### src/rtl/scl_pkg.sv
// Constants shared by the serial loader host and the synthesizer device end.
// Assumes both ends run on one 25 MHz clock with an active-high async reset.
// How it works
// RULE_01: Exactly 160 bits, most significant first.
// RULE_02: Each shift clock pulse advances register one bit.
// RULE_03: Load strobe high moves word; settle 10 ms.
// RULE_04: Latch transparent while strobe high, else holds.
// RULE_05: Shifting during strobe high updates latch directly.
// RULE_06: Host keeps strobe low while shifting.
// RULE_07: Power-down low tri-states outputs; pulled up.
// RULE_08: Host may hold power-down low during load.
// RULE_09: Raising power-down after strobe shows new outputs.
// RULE_10: Unprogrammed outputs carry buffered reference clock.
// RULE_11: Nine outputs from four PLLs, configuration assigned.
// RULE_12: At most six distinct output frequencies.
// RULE_13: Reload while running; relock within 10 ms.
// RULE_14: Multiplier 1..2048, reference divider 1..1024.
// RULE_15: Bank output divider 2..20; frequency formula.
// RULE_16: Data sampled on shift clock rising edge.
package scl_pkg;
  localparam int WORD_BITS = 160;
  localparam int NUM_OUTPUTS = 9;
  localparam int NUM_PLLS = 4;
  localparam int MAX_FREQS = 6;
  localparam int MULT_MIN = 1;
  localparam int MULT_MAX = 2048;
  localparam int RDIV_MIN = 1;
  localparam int RDIV_MAX = 1024;
  localparam int ODIV_MIN = 2;
  localparam int ODIV_MAX = 20;
  localparam int CLK_HZ = 25000000;
  localparam int SETTLE_MS = 10;
  // Longest settle time rounds down
  localparam int SETTLE_CYCLES = (CLK_HZ / 1000) * SETTLE_MS;
  // Host link clock: half period in system clocks
  localparam int SCLK_HALF = 4;
  localparam int STROBE_NS = 40;
  localparam int CLK_NS = 40;
  localparam int STROBE_CYCLES = (STROBE_NS + CLK_NS - 1) / CLK_NS;
endpackage

### src/rtl/scl_link_if.sv
// Three-wire programming link plus power-down pin between host and device.
// Assumes the testbench resolves the power-down pull-up from the enable.
`timescale 1ns/1ps
interface scl_link_if;
  logic shift_clock;
  logic serial_data;
  logic load_strobe;
  logic power_down_tristate_n;
  modport host (
    output shift_clock,
    output serial_data,
    output load_strobe,
    output power_down_tristate_n
  );
  modport device (
    input shift_clock,
    input serial_data,
    input load_strobe,
    input power_down_tristate_n
  );
endinterface

### src/rtl/scl_device.sv
// Device end: serial shift register, transparent load latch, output gating.
// Assumes link pins are asynchronous; reference_clock_in is a same-domain signal
// standing for the reference clock, and frequency synthesis is external.
`timescale 1ns/1ps
module scl_device #(
  parameter int WORD_BITS = scl_pkg::WORD_BITS,
  parameter int SETTLE_CYCLES = scl_pkg::SETTLE_CYCLES
) (
  input wire logic clk,
  input wire logic rst,
  input wire logic reference_clock_in,
  input wire logic [scl_pkg::NUM_OUTPUTS-1:0] synth_clocks,
  scl_link_if.device link,
  output logic [WORD_BITS-1:0] cfg_word,
  output logic programmed,
  output logic locked,
  output logic cfg_in_range,
  output logic powered_down,
  output logic [scl_pkg::NUM_OUTPUTS-1:0] clock_out,
  output logic [scl_pkg::NUM_OUTPUTS-1:0] clock_out_oe_n
);
  initial begin
    if (WORD_BITS != scl_pkg::WORD_BITS) $error("word width must be 160");
    if (SETTLE_CYCLES < 1) $error("SETTLE_CYCLES must be positive");
  end
  // Field layout of the word is undocumented; low bits carry multiplier and divider values
  localparam int MB = 11;
  localparam int RB = 10;
  localparam int OB = 5;
  typedef struct packed {
    logic [2:0] sclk_s;
    logic [1:0] data_s;
    logic [1:0] strb_s;
    logic [1:0] pd_s;
    logic [WORD_BITS-1:0] sh;
    logic [WORD_BITS-1:0] latch;
    logic prog;
    logic [31:0] settle;
    logic lock;
  } scl_dev_type;
  scl_dev_type s_reg, s_next;
  logic sclk_rise;
  logic [MB:0] mult_v;
  logic [RB:0] rdiv_v;
  logic [OB-1:0] odiv_v;

  // Edge detect reads only the second and third stages
  assign sclk_rise = s_reg.sclk_s[1] & ~s_reg.sclk_s[2]; // RULE_16

  always_comb begin
    s_next = s_reg;
    s_next.sclk_s = {s_reg.sclk_s[1:0], link.shift_clock};
    s_next.data_s = {s_reg.data_s[0], link.serial_data};
    s_next.strb_s = {s_reg.strb_s[0], link.load_strobe};
    s_next.pd_s = {s_reg.pd_s[0], link.power_down_tristate_n};
    if (sclk_rise) begin
      s_next.sh = {s_reg.sh[WORD_BITS-2:0], s_reg.data_s[1]}; // RULE_02 RULE_01
    end
    // Transparent: follows the shifter, including shifts while high
    if (s_reg.strb_s[1]) begin
      s_next.latch = s_next.sh; // RULE_04 RULE_05 RULE_03
      if (s_next.sh != s_reg.latch || !s_reg.prog) begin
        s_next.settle = 32'(SETTLE_CYCLES); // RULE_13
        s_next.lock = 1'b0;
      end
      s_next.prog = 1'b1;
    end
    if (s_reg.settle != 32'h0000_0000) begin
      s_next.settle = s_next.settle - 32'h0000_0001;
      if (s_reg.settle == 32'h0000_0001) begin
        s_next.lock = 1'b1; // RULE_03
      end
    end
  end

  always_ff @(posedge clk or posedge rst) begin
    if (rst) begin
      s_reg <= '{sclk_s: 3'h0, data_s: 2'h0, strb_s: 2'h0, pd_s: 2'h3,
                 sh: '0, latch: '0, prog: 1'b0, settle: 32'h0000_0000,
                 lock: 1'b1};
    end else begin
      s_reg <= s_next;
    end
  end

  assign mult_v = {1'b0, s_reg.latch[MB-1:0]} + 12'h001;
  assign rdiv_v = {1'b0, s_reg.latch[MB+RB-1:MB]} + 11'h001;
  assign odiv_v = s_reg.latch[MB+RB+OB-1:MB+RB];
  // Bank divider range 2..20 flagged here; synthesis uses mult/rdiv/odiv
  assign cfg_in_range = (32'(mult_v) >= 32'(scl_pkg::MULT_MIN))
                      && (32'(mult_v) <= 32'(scl_pkg::MULT_MAX))
                      && (32'(rdiv_v) >= 32'(scl_pkg::RDIV_MIN))
                      && (32'(rdiv_v) <= 32'(scl_pkg::RDIV_MAX))
                      && (32'(odiv_v) >= 32'(scl_pkg::ODIV_MIN))
                      && (32'(odiv_v) <= 32'(scl_pkg::ODIV_MAX)); // RULE_14 RULE_15

  assign cfg_word = s_reg.latch;
  assign programmed = s_reg.prog;
  assign locked = s_reg.lock;
  assign powered_down = ~s_reg.pd_s[1]; // RULE_07

  // Nine outputs; PLL assignment and the six-frequency limit are in synth_clocks
  always_comb begin
    for (int i = 0; i < scl_pkg::NUM_OUTPUTS; i++) begin
      clock_out[i] = s_reg.prog ? synth_clocks[i] : reference_clock_in; // RULE_10 RULE_11 RULE_12
      clock_out_oe_n[i] = ~s_reg.pd_s[1]; // RULE_07 RULE_09
    end
  end
endmodule

### src/flat_wrapper.sv
// flat-port wrapper written by rule: the top's interface ports become plain ports
module scl_device_flat 
#(
  parameter int WORD_BITS = scl_pkg::WORD_BITS,
  parameter int SETTLE_CYCLES = scl_pkg::SETTLE_CYCLES
)
  (clk, rst, reference_clock_in, synth_clocks, cfg_word, programmed, locked, cfg_in_range, powered_down, clock_out, clock_out_oe_n, link_shift_clock, link_serial_data, link_load_strobe, link_power_down_tristate_n);
  scl_link_if link_i ();
  input wire logic clk;
  input wire logic rst;
  input wire logic reference_clock_in;
  input wire logic [scl_pkg::NUM_OUTPUTS-1:0] synth_clocks;
  output logic [WORD_BITS-1:0] cfg_word;
  output logic programmed;
  output logic locked;
  output logic cfg_in_range;
  output logic powered_down;
  output logic [scl_pkg::NUM_OUTPUTS-1:0] clock_out;
  output logic [scl_pkg::NUM_OUTPUTS-1:0] clock_out_oe_n;
  input wire logic [$bits(link_i.shift_clock)-1:0] link_shift_clock;
  input wire logic [$bits(link_i.serial_data)-1:0] link_serial_data;
  input wire logic [$bits(link_i.load_strobe)-1:0] link_load_strobe;
  input wire logic [$bits(link_i.power_down_tristate_n)-1:0] link_power_down_tristate_n;
  assign link_i.shift_clock = link_shift_clock;
  assign link_i.serial_data = link_serial_data;
  assign link_i.load_strobe = link_load_strobe;
  assign link_i.power_down_tristate_n = link_power_down_tristate_n;
  scl_device #(.WORD_BITS(WORD_BITS), .SETTLE_CYCLES(SETTLE_CYCLES)) u_core (.clk(clk), .rst(rst), .reference_clock_in(reference_clock_in), .synth_clocks(synth_clocks), .link(link_i), .cfg_word(cfg_word), .programmed(programmed), .locked(locked), .cfg_in_range(cfg_in_range), .powered_down(powered_down), .clock_out(clock_out), .clock_out_oe_n(clock_out_oe_n));
endmodule
### config.mk
export PLATFORM = sky130hd
export DESIGN_NAME = scl_device_flat
export DESIGN_NICKNAME = d
export VERILOG_FILES = /design/src/rtl/scl_pkg.sv /design/src/rtl/scl_link_if.sv /design/src/rtl/scl_device.sv /design/src/flat_wrapper.sv
export SDC_FILE = /design/constraint.sdc
export NUM_CORES = 1
export LEC_CHECK = 0
export BUFFER_PORTS_ARGS = -buffer_cell sky130_fd_sc_hd__buf_2
export CAP_MARGIN = 0
export CORE_MARGIN = 5
export CORE_UTILIZATION = 45
export CTS_CLUSTER_DIAMETER = 120
export DETAILED_ROUTE_END_ITERATION = 8
export PLACE_DENSITY = 0.6
export SETUP_SLACK_MARGIN = 0.1
export SLEW_MARGIN = 40
export SYNTH_ARGS = -nofsm -noshare
export SYNTH_HDL_FRONTEND = slang
export SYNTH_SLANG_ARGS = --single-unit
export TNS_END_PERCENT = 100
### constraint.sdc
create_clock -name clk -period 20.2 [get_ports clk]
set_input_delay 2.02 -clock clk [delete_from_list [all_inputs] [get_ports clk]]
set_output_delay 2.02 -clock clk [all_outputs]
set_load 0.03 [all_outputs]
Word level (Yosys, flattened, before mapping)
Cells that the tools add are included.
Word-level totals
  register bits: 363
  latch bits: 0
  memory bits (writable): 0
  bits in read-only memories: 0
  input bits: 16
  output and inout bits: 182
  logic and storage cells: 45
  memories kept: 0
Operators by class
  $add $sub $neg: 3
  multipliers: 0
  divide/modulo/power cells: 0
  order comparisons: 6
  eq/ne operators: 2
  shift-type cells: 0
  muxes and demuxes: 14
  bitwise logic cells: 3
  reductions and logical operators: 8
Operator list (number)
  two-way mux 160 bit: 1
  inequality test 160 bit: 1
  two-way mux 33 bit: 3
  equality test 32 x 1 -> 1 bit (second input constant): 1
  nonzero test 32 bit: 1
  subtractor 32 x 1 -> 32 bit (second input constant): 1
  adder 11 x 1 -> 12 bit (second input constant): 1
  greater-or-equal comparator 12 x 1 -> 1 bit (second input constant): 1
  <= comparator 12 bit (second input constant): 1
  adder 10 x 1 -> 11 bit (second input constant): 1
  greater-or-equal comparator 11 x 1 -> 1 bit (second input constant): 1
  <= comparator 11 bit (second input constant): 1
  two-way mux 1 bit: 10
  greater-or-equal comparator 5 x 2 -> 1 bit (second input constant): 1
  <= comparator 5 bit (second input constant): 1
  logical AND 1 bit: 5
  NOT 1 bit: 2
  bitwise AND 1 bit: 1
  zero test 1 bit: 1
  logical OR 1 bit: 1

Depth between registers and ports, before layout
Gate-level depths: netlist of the first run.
  word-level depth: 9
  mapped depth: 21
  mapped depth without buffers: 16

Least setup slack after synthesis of the first run
Ideal clock, no wire load.
  kind: in2out
  start point: input reference_clock_in
  end point: output clock_out[0] (netlist name)
  arrival time: 2.547 ns
  required time: 18.180 ns
  slack: 15.633 ns
  stages on the path: 3
  path through: nand2b_1 -> clkbuf_1 -> nand2_1
Between the ends
  longest elaborated chain between the ends: 1
RTL lines
  from (decl): RTL line flat_wrapper.sv:11  | input wire logic reference_clock_in;
  two-way mux 1 bit: RTL line scl_device.sv:105  | clock_out[i] = s_reg.prog ? synth_clocks[i] : reference_clock_in;
  to (decl): RTL line flat_wrapper.sv:18  | output logic [scl_pkg::NUM_OUTPUTS-1:0] clock_out;
Every way passes these cells.

==> flow_metrics.env, run 1 <==
export IMPL_status="complete, no violations"
export IMPL_synth_yosys_seq_area_share=0.4988
export IMPL_ctsResizeCount=0
export IMPL_worstSkewPairLatency_ps=570
export IMPL_synth_edf_count=0
export IMPL_rows=73
export IMPL_coreArea_um2=39910
export IMPL_fin_util=0.4937
export IMPL_synth_seq_cells=363
export IMPL_met3_length_um=4779
export IMPL_fillers=3784
export IMPL_cts_made_buffers=40
export IMPL_syn_nets=1949
export IMPL_initial_core_util=0.4564
export IMPL_hpwl_um=46540
export IMPL_antenna_found_initial=2
export IMPL_crit_type="register to register"
export IMPL_cp_end_kind="register"
export IMPL_pwr_density_cell_nw_per_um2=91.76
export IMPL_wl_met2_um=27510
export IMPL_drive_above_1_share=0.1508
export IMPL_synthToLayoutAreaGrowth_pct=8.166
export IMPL_cts_buffer_depth=3
export IMPL_ctsHoldBuffers=0
export IMPL_grt_pass1_vias=13430
export IMPL_period_share=0.2883
export IMPL_antennaDiodeCount=0
export IMPL_post_cts_buffers=0
export IMPL_initialDrtViolationCount=1475
export IMPL_finalPower_uw=1808
export IMPL_r2r_setup_slack_ps=14380
export IMPL_fin_cells=2488
export IMPL_io_pins=198
export IMPL_rsz0062_at_grt="no"
export IMPL_synthCells=1929
export IMPL_synthFlopType="dfrtp_1"
export IMPL_die_w_um=211.2
export IMPL_drt_met1_wl_um=27110
export IMPL_cts_sinks=363
export IMPL_cts_root_buf="clkbuf_16"
export IMPL_wirelength_um=61830
export IMPL_grt_usage=0.2726
export IMPL_wl_per_cell_um=24.85
export IMPL_grt_overflow=0
export IMPL_relSlewSlack=0.4096
export IMPL_cpMaxStageDelayCell="a2111oi_2"
export IMPL_ir_drop_uv=71.93
export IMPL_syn_avg_cell_area_um2=9.445
export IMPL_io_buffers=197
export IMPL_hold_path_class="register to register"
export IMPL_fp_dieH_um=211.2
export IMPL_pre_cts_ws_ps=14570
export IMPL_max_stage_delay_ps=680
export IMPL_cts_tree="done"
export IMPL_yosysWarnings=0
export IMPL_largest_reg_flops=196
export IMPL_die_area_um2=44610
export IMPL_report_final_slew_viol_count=0
export IMPL_routabilityCongestion=1.019
export IMPL_grt_max_degree=147
export IMPL_cp_max_fo=141
export IMPL_path_cells="nor2b_4, buf_12, mux2i_1, o2bb2ai_1, a2111oi_2, nand4_1, nor4_2, nand3_1, o21ai_2, nand2_1, ha_1, nor2b_1, nand2_1, nor2_1, nand2_1, xor2_1, nor2_1"
export IMPL_leakage_uw=0.009966
export IMPL_placed_cells=2419
export IMPL_drv_cap=0
export IMPL_arrival_ps=6230
export IMPL_crit_top_cell="nand2_1"
export IMPL_fin_crit_ps=5824
export IMPL_synthesis_area_um2=18220
export IMPL_drtAntennaViolNets=0
export IMPL_ys_types=72
export IMPL_tightest_slew_ps=861.0
export IMPL_drc=0
export IMPL_num_vias=14190
export IMPL_routed_via_density=5.701
export IMPL_hold_violations=0
export IMPL_top_layer_used="met5"
export IMPL_cp_required_ps=20600
export IMPL_clock_skew_ps=25.16
export IMPL_clk_pin_slew_ps=60
export IMPL_async_reset_ff_frac=1.000
export IMPL_cp_start_kind="register"
export IMPL_finalWorstSetupSlack_ps=14380
export IMPL_nets=1956
export IMPL_cts_max_level=2
export IMPL_dr_pass1_iters=5
export IMPL_timing_fmax_ghz=0.1717
export IMPL_setup_tns_ps=0
export IMPL_setup_viol=0
export IMPL_grt_pass1_wl_um=90740
[cell usage after synthesis, types with 5 or more instances]
| cell | n | area share |
|---|---|---|
| a31oi_1 | 25 | 0.0086 |
| buf_6 | 5 | 0.0031 |
| nor3_1 | 22 | 0.0060 |
| a21oi_1 | 135 | 0.037 |
| a221oi_1 | 24 | 0.012 |
| a211oi_1 | 9 | 0.0037 |
| buf_2 | 7 | 0.0019 |
| o22ai_1 | 39 | 0.013 |
| mux2i_1 | 93 | 0.051 |
| nand2_1 | 188 | 0.039 |
| o221ai_1 | 9 | 0.0043 |
| nor2b_1 | 10 | 0.0034 |
| o2bb2ai_1 | 22 | 0.011 |
| and3_1 | 5 | 0.0017 |
| o2111ai_1 | 7 | 0.0034 |
| nand3_1 | 15 | 0.0041 |
| inv_1 | 191 | 0.039 |
| nor4_1 | 24 | 0.0082 |
| dfrtp_1 | 360 | 0.49 |
| xnor2_1 | 62 | 0.030 |
| a2111oi_0 | 7 | 0.0034 |
| nor2_1 | 221 | 0.046 |
| xor2_1 | 42 | 0.020 |
| o21ai_0 | 61 | 0.017 |
| nand2b_1 | 8 | 0.0027 |
| or4_1 | 10 | 0.0041 |
| o211ai_1 | 6 | 0.0025 |
| nand4_1 | 10 | 0.0034 |
| buf_4 | 175 | 0.072 |
| clkbuf_1 | 53 | 0.011 |
| a22o_1 | 8 | 0.0038 |
[routing by layer]
layer,vias to the layer above,track usage
li1,6395,-
met1,7057,0.3966
met2,622,0.4050
met3,109,0.05377
met4,2,0.1031
met5,-,0
[kinds of logic (layout without fill, tap and decap cells)]
group,after synthesis,in the layout,synth area share
AO/OA/AOI/OAI,387,387,0.1356
XOR/XNOR,104,104,0.05000
adder cells (fa/ha/maj),4,4,0.002747
buffers and inverters,437,471,0.1301
flip-flops,363,363,0.4988
multiplexers,95,95,0.05233
AND/OR/NAND/NOR,539,539,0.1303
[area by class of cell]
cell class	count	area [um2]	area share
clock buffers	61	1231	0.06248
clock inverters	8	65.06	0.003302
inverters	191	724.4	0.03676
multi-input cells	1129	6780	0.3441
flip-flops and latches	363	9091	0.4613
well taps	525	656.9	0.03333
repair buffers	211	1157	0.05873
[per-stage QoR]
stage / hold WS, ps / instance area, um2
after floorplan: 331.2 / 18220
after global placement: 332.6 / 18340
after detailed placement: 336.2 / 18400
after CTS: 350.2 / 19700
after global routing: 355.8 / 19710
final: 349.7 / 19710
[worst paths after layout]
path	start	to	cells past startpoint
min	u_core.s_next[359]	u_core.s_reg[359]	0
max in group asynchronous	rst	u_core.s_reg[298]	4
min in group asynchronous	rst	u_core.cfg_word[86]	2
min reg2reg	u_core.s_next[359]	u_core.s_reg[359]	0
max reg2reg	u_core.s_next[362]	u_core.s_reg[21]	17
max	u_core.s_next[362]	u_core.s_reg[21]	17
[placed cells by master, fill, tap and decap left out, types with 14 or more instances in the layout]
cell and n:
dfrtp_1 359, nor2_1 221, buf_2 197, inv_1 190, nand2_1 188, a21oi_1 135, mux2i_1 92, xnor2_1 62
o21ai_0 61, xor2_1 42, clkbuf_16 41, o22ai_1 39, a31oi_1 25, nor4_1 24, a221oi_1 24, o2bb2ai_1 22
nor3_1 22, nand3_1 15, clkbuf_8 14
[power by group]
| group | internal (uW) | switching, uW | leakage [uW] |
|---|---|---|---|
| Sequential | 762 | 63.9 | 0.00477 |
| Clock | 430 | 299 | 0.000648 |
| Combinational | 77.3 | 175 | 0.00454 |
| Total | 1270 | 538 | 0.00997 |
[critical path, delay by kind of cell, from the launching register on]
family / cells / cell delay [ps]
buffers and inverters: 1 / 530
flip-flops: 1 / 440
XOR/XNOR: 1 / 160
AND/OR/NAND/NOR: 10 / 2170
adder cells (fa/ha/maj): 1 / 220
multiplexers: 1 / 580
AO/OA/AOI/OAI: 3 / 1350
No activity file was read; power rests on OpenSTA's default activity.
==> run 2: changes to the inputs <==
--- a/config.mk
+++ b/config.mk
@@ -5,13 +5,14 @@
 export SDC_FILE = /design/constraint.sdc
 export NUM_CORES = 1
 export LEC_CHECK = 0
+export ABC_AREA = 1
 export BUFFER_PORTS_ARGS = -buffer_cell sky130_fd_sc_hd__buf_2
 export CAP_MARGIN = 0
 export CORE_MARGIN = 5
 export CORE_UTILIZATION = 45
 export CTS_CLUSTER_DIAMETER = 120
 export DETAILED_ROUTE_END_ITERATION = 8
-export PLACE_DENSITY = 0.6
+export PLACE_DENSITY = 0.62
 export SETUP_SLACK_MARGIN = 0.1
 export SLEW_MARGIN = 40
 export SYNTH_ARGS = -nofsm -noshare
==> constraint.sdc (replaced) <==
create_clock -name clk -period 4.8 [get_ports clk]
set_input_delay 0.48 -clock clk [delete_from_list [all_inputs] [get_ports clk]]
set_output_delay 0.48 -clock clk [all_outputs]
set_load 0.03 [all_outputs]
==> run 2 against run 1 <==
Effect of this change: die area grew 7.0%; clock skew shrank 9.8 ps; synthesized area grew 7.4%; utilization is essentially flat; total power grew to 5.0 times the previous value; sequential power grew to 4.5 times the previous value; synthesized cell count grew 37%; final area grew 7.8%; register-to-register slack lost 14000 ps.
==> flow_metrics.env, run 2 <==
export IMPL_rows=76
export IMPL_hold_path_class="input port to register"
export IMPL_routabilityCongestion=0.9134
export IMPL_grt_max_degree=124
export IMPL_cp_required_ps=5240
export IMPL_rsz0062_at_grt="no"
export IMPL_synthTopCellsByCount="1001 x nand2_1, 360 x dfrtp_1, 307 x inv_1"
export IMPL_cp_max_fo=38
export IMPL_fp_dieH_um=218.5
export IMPL_timing_fmax_ghz=0.2406
export IMPL_ctsResizeCount=0
export IMPL_io_buffers=197
export IMPL_grt_overflow=0
export IMPL_grt_pass1_vias=15500
export IMPL_grt_pass1_wl_um=79360
export IMPL_routed_via_density=4.934
export IMPL_cts_root_buf="clkbuf_16"
export IMPL_drv_cap=0
export IMPL_fillers=4185
export IMPL_leakage_uw=0.01145
export IMPL_cts_made_buffers=43
export IMPL_crit_type="register to register"
export IMPL_p_clk_frac=0.359
export IMPL_synth_seq_cells=363
export IMPL_cts_tree="done"
export IMPL_grt_usage=0.2025
export IMPL_initial_core_util=0.4541
export IMPL_fin_area_um2=21250
export IMPL_dpl_cell_area_um2=19830
export IMPL_num_vias=16100
export IMPL_switching_power_uw=3034
export IMPL_die_area_um2=47740
export IMPL_yosysTopAreaCellShare=0.4606
export IMPL_intPower_uw=5998
export IMPL_seqCellArea_um2=9095
export IMPL_io_pins=198
export IMPL_async_reset_ff_frac=1.000
export IMPL_cts_max_level=2
export IMPL_setup_viol=0
export IMPL_final_cell_mix="1001 x nand2_1, 358 x dfrtp_1, 306 x inv_1"
export IMPL_cts_buffer_depth=3
export IMPL_wirelength_um=48610
export IMPL_cp_end_kind="register"
export IMPL_fin_crit_ps=4156
export IMPL_drc=0
export IMPL_relSlewSlack=0.5171
export IMPL_antennaDiodeCount=0
export IMPL_period_share=0.8658
export IMPL_yosys_area_top_type="dfrtp_1"
export IMPL_cp_start_kind="register"
export IMPL_synthFlopType="dfrtp_1"
export IMPL_final_common_cell="nand2_1"
export IMPL_synthesis_area_um2=19560
export IMPL_drive_above_1_share=0.1262
export IMPL_cts_sinks=363
export IMPL_status="complete, no violations"
export IMPL_synth_yosys_seq_area_share=0.4646
export IMPL_drtAntennaViolNets=0
export IMPL_clock_skew_ps=15.33
export IMPL_synthMostInstantiatedCell="nand2_1"
export IMPL_report_final_slew_viol_count=0
export IMPL_post_cts_buffers=0
export IMPL_tightest_slew_ps=724.3
export IMPL_antenna_found_initial=0
export IMPL_syn_avg_cell_area_um2=7.409
export IMPL_nets=2667
export IMPL_finalPower_uw=9032
export IMPL_ys_top_cells_by_area="dfrtp_1 46%, nand2_1 19%, buf_4 6.7%"
export IMPL_initialDrtViolationCount=1162
export IMPL_pwr_share_seq=0.413
export IMPL_pwr_share_comb=0.228
export IMPL_worstSkewPairLatency_ps=560
export IMPL_synthToLayoutAreaGrowth_pct=8.623
export IMPL_synthCells=2640
export IMPL_largest_reg_flops=196
export IMPL_dr_pass1_iters=5
export IMPL_coreArea_um2=43080
export IMPL_syn_nets=2660
export IMPL_synth_edf_count=0
export IMPL_wl_per_cell_um=14.90
export IMPL_swShare=0.3359
export IMPL_die_w_um=218.5
export IMPL_ir_drop_uv=288.9
export IMPL_hpwl_um=34020
export IMPL_arrival_ps=4600
export IMPL_multi_input_area_um2=7545
export IMPL_ys_types=44
export IMPL_yosysWarnings=0
export IMPL_ctsHoldBuffers=2
export IMPL_pwr_density_cell_nw_per_um2=425.1
export IMPL_clk_pin_slew_ps=60
export IMPL_hold_violations=0
-- run 2: per-stage QoR --
step / hold slack [ps] / util / TNS [ps] / worst slack (ps) / instances
global route: 5.078 / 0.4932 / 0 / 197.0 / 3263
global placement: 333.5 / 0.4595 / 0 / 760.0 / 3184
finish: 33.40 / 0.4932 / 0 / 644.3 / 3263
floorplan: 331.2 / - / -196490 / -545.8 / 2640
detailed placement: 335.8 / 0.4602 / 0 / 639.7 / 3185
CTS: 0.5486 / 0.4932 / 0 / 634.4 / 3263
-- run 2: routing by layer --
metal / part of all wire / vias to the layer above / global-route usage / wire length (um)
li1: - / 8070 / - / -
met2: 0.46 / 322 / 0.3250 / 22430
met5: 0 / - / 0 / 0
met3: 0.045 / 64 / 0.03477 / 2210
met1: 0.47 / 7643 / 0.2888 / 23060
met4: 0.019 / 0 / 0.04836 / 914
-- run 2: cells by family after synthesis --
family,after synthesis,share of synthesized area
XOR/XNOR,23,0.01030
AO/OA/AOI/OAI,230,0.06371
adder cells (fa/ha/maj),4,0.002559
buffers and inverters,572,0.1508
AND/OR/NAND/NOR,1448,0.3081
flip-flops,363,0.4646
-- run 2: cell type report --
class	instances	area share
clock buffer	67	0.06254
clock inverter	9	0.003416
multi-input combinational	1705	0.3551
tap	585	0.03445
timing repair buffer	221	0.06095
sequential	363	0.4281
inverter	313	0.05547
-- run 2: worst paths after layout --
check                                    from  depth (start not counted)  slack, ps                   to
setup / recovery            u_core.s_reg[362]                         23        640     u_core.s_reg[26]
hold / removal               link_serial_data                          1         30   u_core.s_next[359]
setup reg to reg            u_core.s_reg[362]                         23        640     u_core.s_reg[26]
hold reg to reg            u_core.s_next[357]                          0        350    u_core.s_reg[357]
max in group asynchronous                 rst                          4       3900  u_core.cfg_word[71]
min in group asynchronous                 rst                          3        120    u_core.s_reg[349]
-- run 2: power groups by stage --
stage | clock network [uW] | logic [uW] | registers, uW
4_1_cts | 3320 | 2090 | 3730
2_1_floorplan | 0 | 1820 | 3680
3_5_place_dp | 0 | 2080 | 3780
3_3_place_gp | 0 | 2040 | 3770
6_report | 3240 | 2060 | 3730
5_1_grt | 3470 | 2330 | 3790
-- run 2: worst max-delay path: stages (launching register included) --
cell and delay, ps:
dfrtp_1 410, inv_2 120, buf_4 430, buf_4 460
nand3_1 150, nand2_1 140, nand2_1 60, nand2_1 70
nand2_1 60, nor2_1 90, nand2_1 90, nor2_1 130
nand2_1 90, nor2_1 120, nand3_2 110, nand2_4 290
buf_4 270, nand2_1 90, nor2_1 130, nand2_1 130
nor2_2 270, nand2_1 110, o21bai_1 140, nand2_1 60
==> run 3: changes to the inputs <==
--- a/config.mk
+++ b/config.mk
@@ -12,7 +12,7 @@
 export CORE_UTILIZATION = 45
 export CTS_CLUSTER_DIAMETER = 120
 export DETAILED_ROUTE_END_ITERATION = 8
-export PLACE_DENSITY = 0.62
+export PLACE_DENSITY = 0.66
 export SETUP_SLACK_MARGIN = 0.1
 export SLEW_MARGIN = 40
 export SYNTH_ARGS = -nofsm -noshare
==> run 3 against run 2 <==
Effect of this change: final area is 0.60% higher; utilization is 0.30 points higher; sequential share of layout area is 0.26 points lower; non-clock buffer count is 1 higher; final cell count hardly changed; clock skew is 2.3 ps lower; total power is 1.9% higher; critical path type unchanged.
==> flow_metrics.env, run 3 (same netlist as run 2, synthesis figures left out) <==
export IMPL_dpl_cell_area_um2=19850
export IMPL_drc=0
export IMPL_intPower_uw=6152
export IMPL_rows=76
export IMPL_clk_pin_slew_ps=60
export IMPL_finalWorstSetupSlack_ps=710.5
export IMPL_leakage_uw=0.01150
export IMPL_p_clk_frac=0.369
export IMPL_clock_skew_ps=12.99
export IMPL_wirelength_um=48230
export IMPL_wl_per_cell_um=14.77
export IMPL_timing_fmax_ghz=0.2445
export IMPL_cts_made_buffers=43
export IMPL_hold_path_class="input port to register"
export IMPL_grt_max_degree=112
export IMPL_io_buffers=197
export IMPL_final_cell_mix="1001 x nand2_1, 358 x dfrtp_1, 306 x inv_1"
export IMPL_largest_reg_flops=196
export IMPL_fin_util=0.4962
export IMPL_num_vias=16130
export IMPL_initialDrtViolationCount=1282
export IMPL_pwr_share_comb=0.225
export IMPL_status="complete, no violations"
export IMPL_coreArea_um2=43080
export IMPL_setup_tns_ps=0
export IMPL_pwr_density_cell_nw_per_um2=430.7
export IMPL_switching_power_uw=3053
export IMPL_cpMaxStageDelayCell="dfrtp_4"
export IMPL_fin_area_um2=21370
export IMPL_cts_max_level=2
export IMPL_grt_pass1_wl_um=78950
export IMPL_routed_via_density=4.940
export IMPL_io_pins=198
export IMPL_grt_usage=0.2009
export IMPL_fp_dieH_um=218.5
export IMPL_cp_max_fo=32
export IMPL_routabilityCongestion=0.8937
export IMPL_cp_end_kind="register"
export IMPL_ctsHoldBuffers=2
export IMPL_cp_required_ps=5250
export IMPL_cts_sinks=363
export IMPL_crit_type="register to register"
export IMPL_synthToLayoutAreaGrowth_pct=9.275
export IMPL_setup_viol=0
export IMPL_drtAntennaViolNets=0
export IMPL_cts_tree="done"
export IMPL_report_final_slew_viol_count=0
export IMPL_dr_pass1_iters=7
export IMPL_cts_root_buf="clkbuf_16"
export IMPL_grt_overflow=0
export IMPL_ctsResizeCount=0
export IMPL_antennaDiodeCount=0
export IMPL_pwr_share_seq=0.406
export IMPL_cts_buffer_depth=3
export IMPL_antenna_found_initial=1
export IMPL_die_w_um=218.5
export IMPL_period_share=0.8520
export IMPL_relSlewSlack=0.4954
export IMPL_die_area_um2=47740
export IMPL_post_cts_buffers=0
export IMPL_crit_family="simple AND/OR/NAND/NOR gates"
export IMPL_hold_violations=0
export IMPL_fin_crit_ps=4089
export IMPL_ir_drop_uv=344.0
export IMPL_drv_cap=0
export IMPL_arrival_ps=4540
export IMPL_swShare=0.3316
export IMPL_rsz0062_at_grt="no"
export IMPL_crit_top_cell="nand2_1"
export IMPL_grt_pass1_vias=15490
export IMPL_max_stage_delay_ps=460
export IMPL_nets=2668
export IMPL_pre_cts_ws_ps=560.8
export IMPL_worstSkewPairLatency_ps=560
export IMPL_drive_above_1_share=0.1287
export IMPL_cp_start_kind="register"
export IMPL_initial_core_util=0.4541
export IMPL_tightest_slew_ps=757.0
export IMPL_final_common_cell="nand2_1"
export IMPL_cp_num_buf_inv=6
export IMPL_hpwl_um=33870
[run 3: metal layers]
metal	routed length, um	GRT usage
met5	13	0
met1	22060	0.2758
met3	2822	0.04045
met2	22440	0.3315
met4	886	0.04543
[run 3: worst reg2reg max path: cells and delay by family (launching register included)]
family	cells	cell delay, ps
adders and majority gates	1	240
buffers and inverters	6	720
DFF	1	460
and+or+nand+nor	21	2580
[run 3: layout make-up]
| class | count | area (um2) |
|---|---|---|
| Clock inverter | 12 | 146.4 |
| Fill cell | 4254 | 21700 |
| Tap cell | 585 | 732.0 |
| Multi-Input combinational cell | 1705 | 7545 |
| Timing Repair Buffer | 222 | 1326 |
| Inverter | 313 | 1179 |
| Sequential cell | 363 | 9095 |
| Clock buffer | 65 | 1351 |
[run 3: power by group through the flow]
stage | logic [uW] | clock network [uW] | registers (uW)
after floorplan | 1820 | 0 | 3680
after global placement | 2040 | 0 | 3780
after detailed placement | 2080 | 0 | 3790
after CTS | 2090 | 3490 | 3740
after global routing | 2330 | 3620 | 3790
final | 2070 | 3400 | 3740
[run 3: per-stage QoR]
| stage | power (uW) | hold WS, ps | instances |
|---|---|---|---|
| after global routing | 9739 | 14.64 | 3265 |
| after detailed placement | 5872 | 338.1 | 3186 |
| after floorplan | 5501 | 331.2 | 2640 |
| final | 9205 | 35.31 | 3265 |
| after CTS | 9318 | 4.635 | 3265 |
| after global placement | 5816 | 336.9 | 3184 |
[run 3: final timing paths]
kind                            cells past startpoint  slack (ps)          startpoint              endpoint
worst min register to register                      0         350  u_core.s_next[359]     u_core.s_reg[359]
worst min-delay path                                1          40    link_serial_data    u_core.s_next[359]
min in group asynchronous                           4         550                 rst  u_core.cfg_word[154]
max in group asynchronous                           5        3090                 rst     u_core.s_reg[357]
worst max-delay path                               28         710  u_core.s_next[362]      u_core.s_reg[25]
worst max register to register                     28         710  u_core.s_next[362]      u_core.s_reg[25]
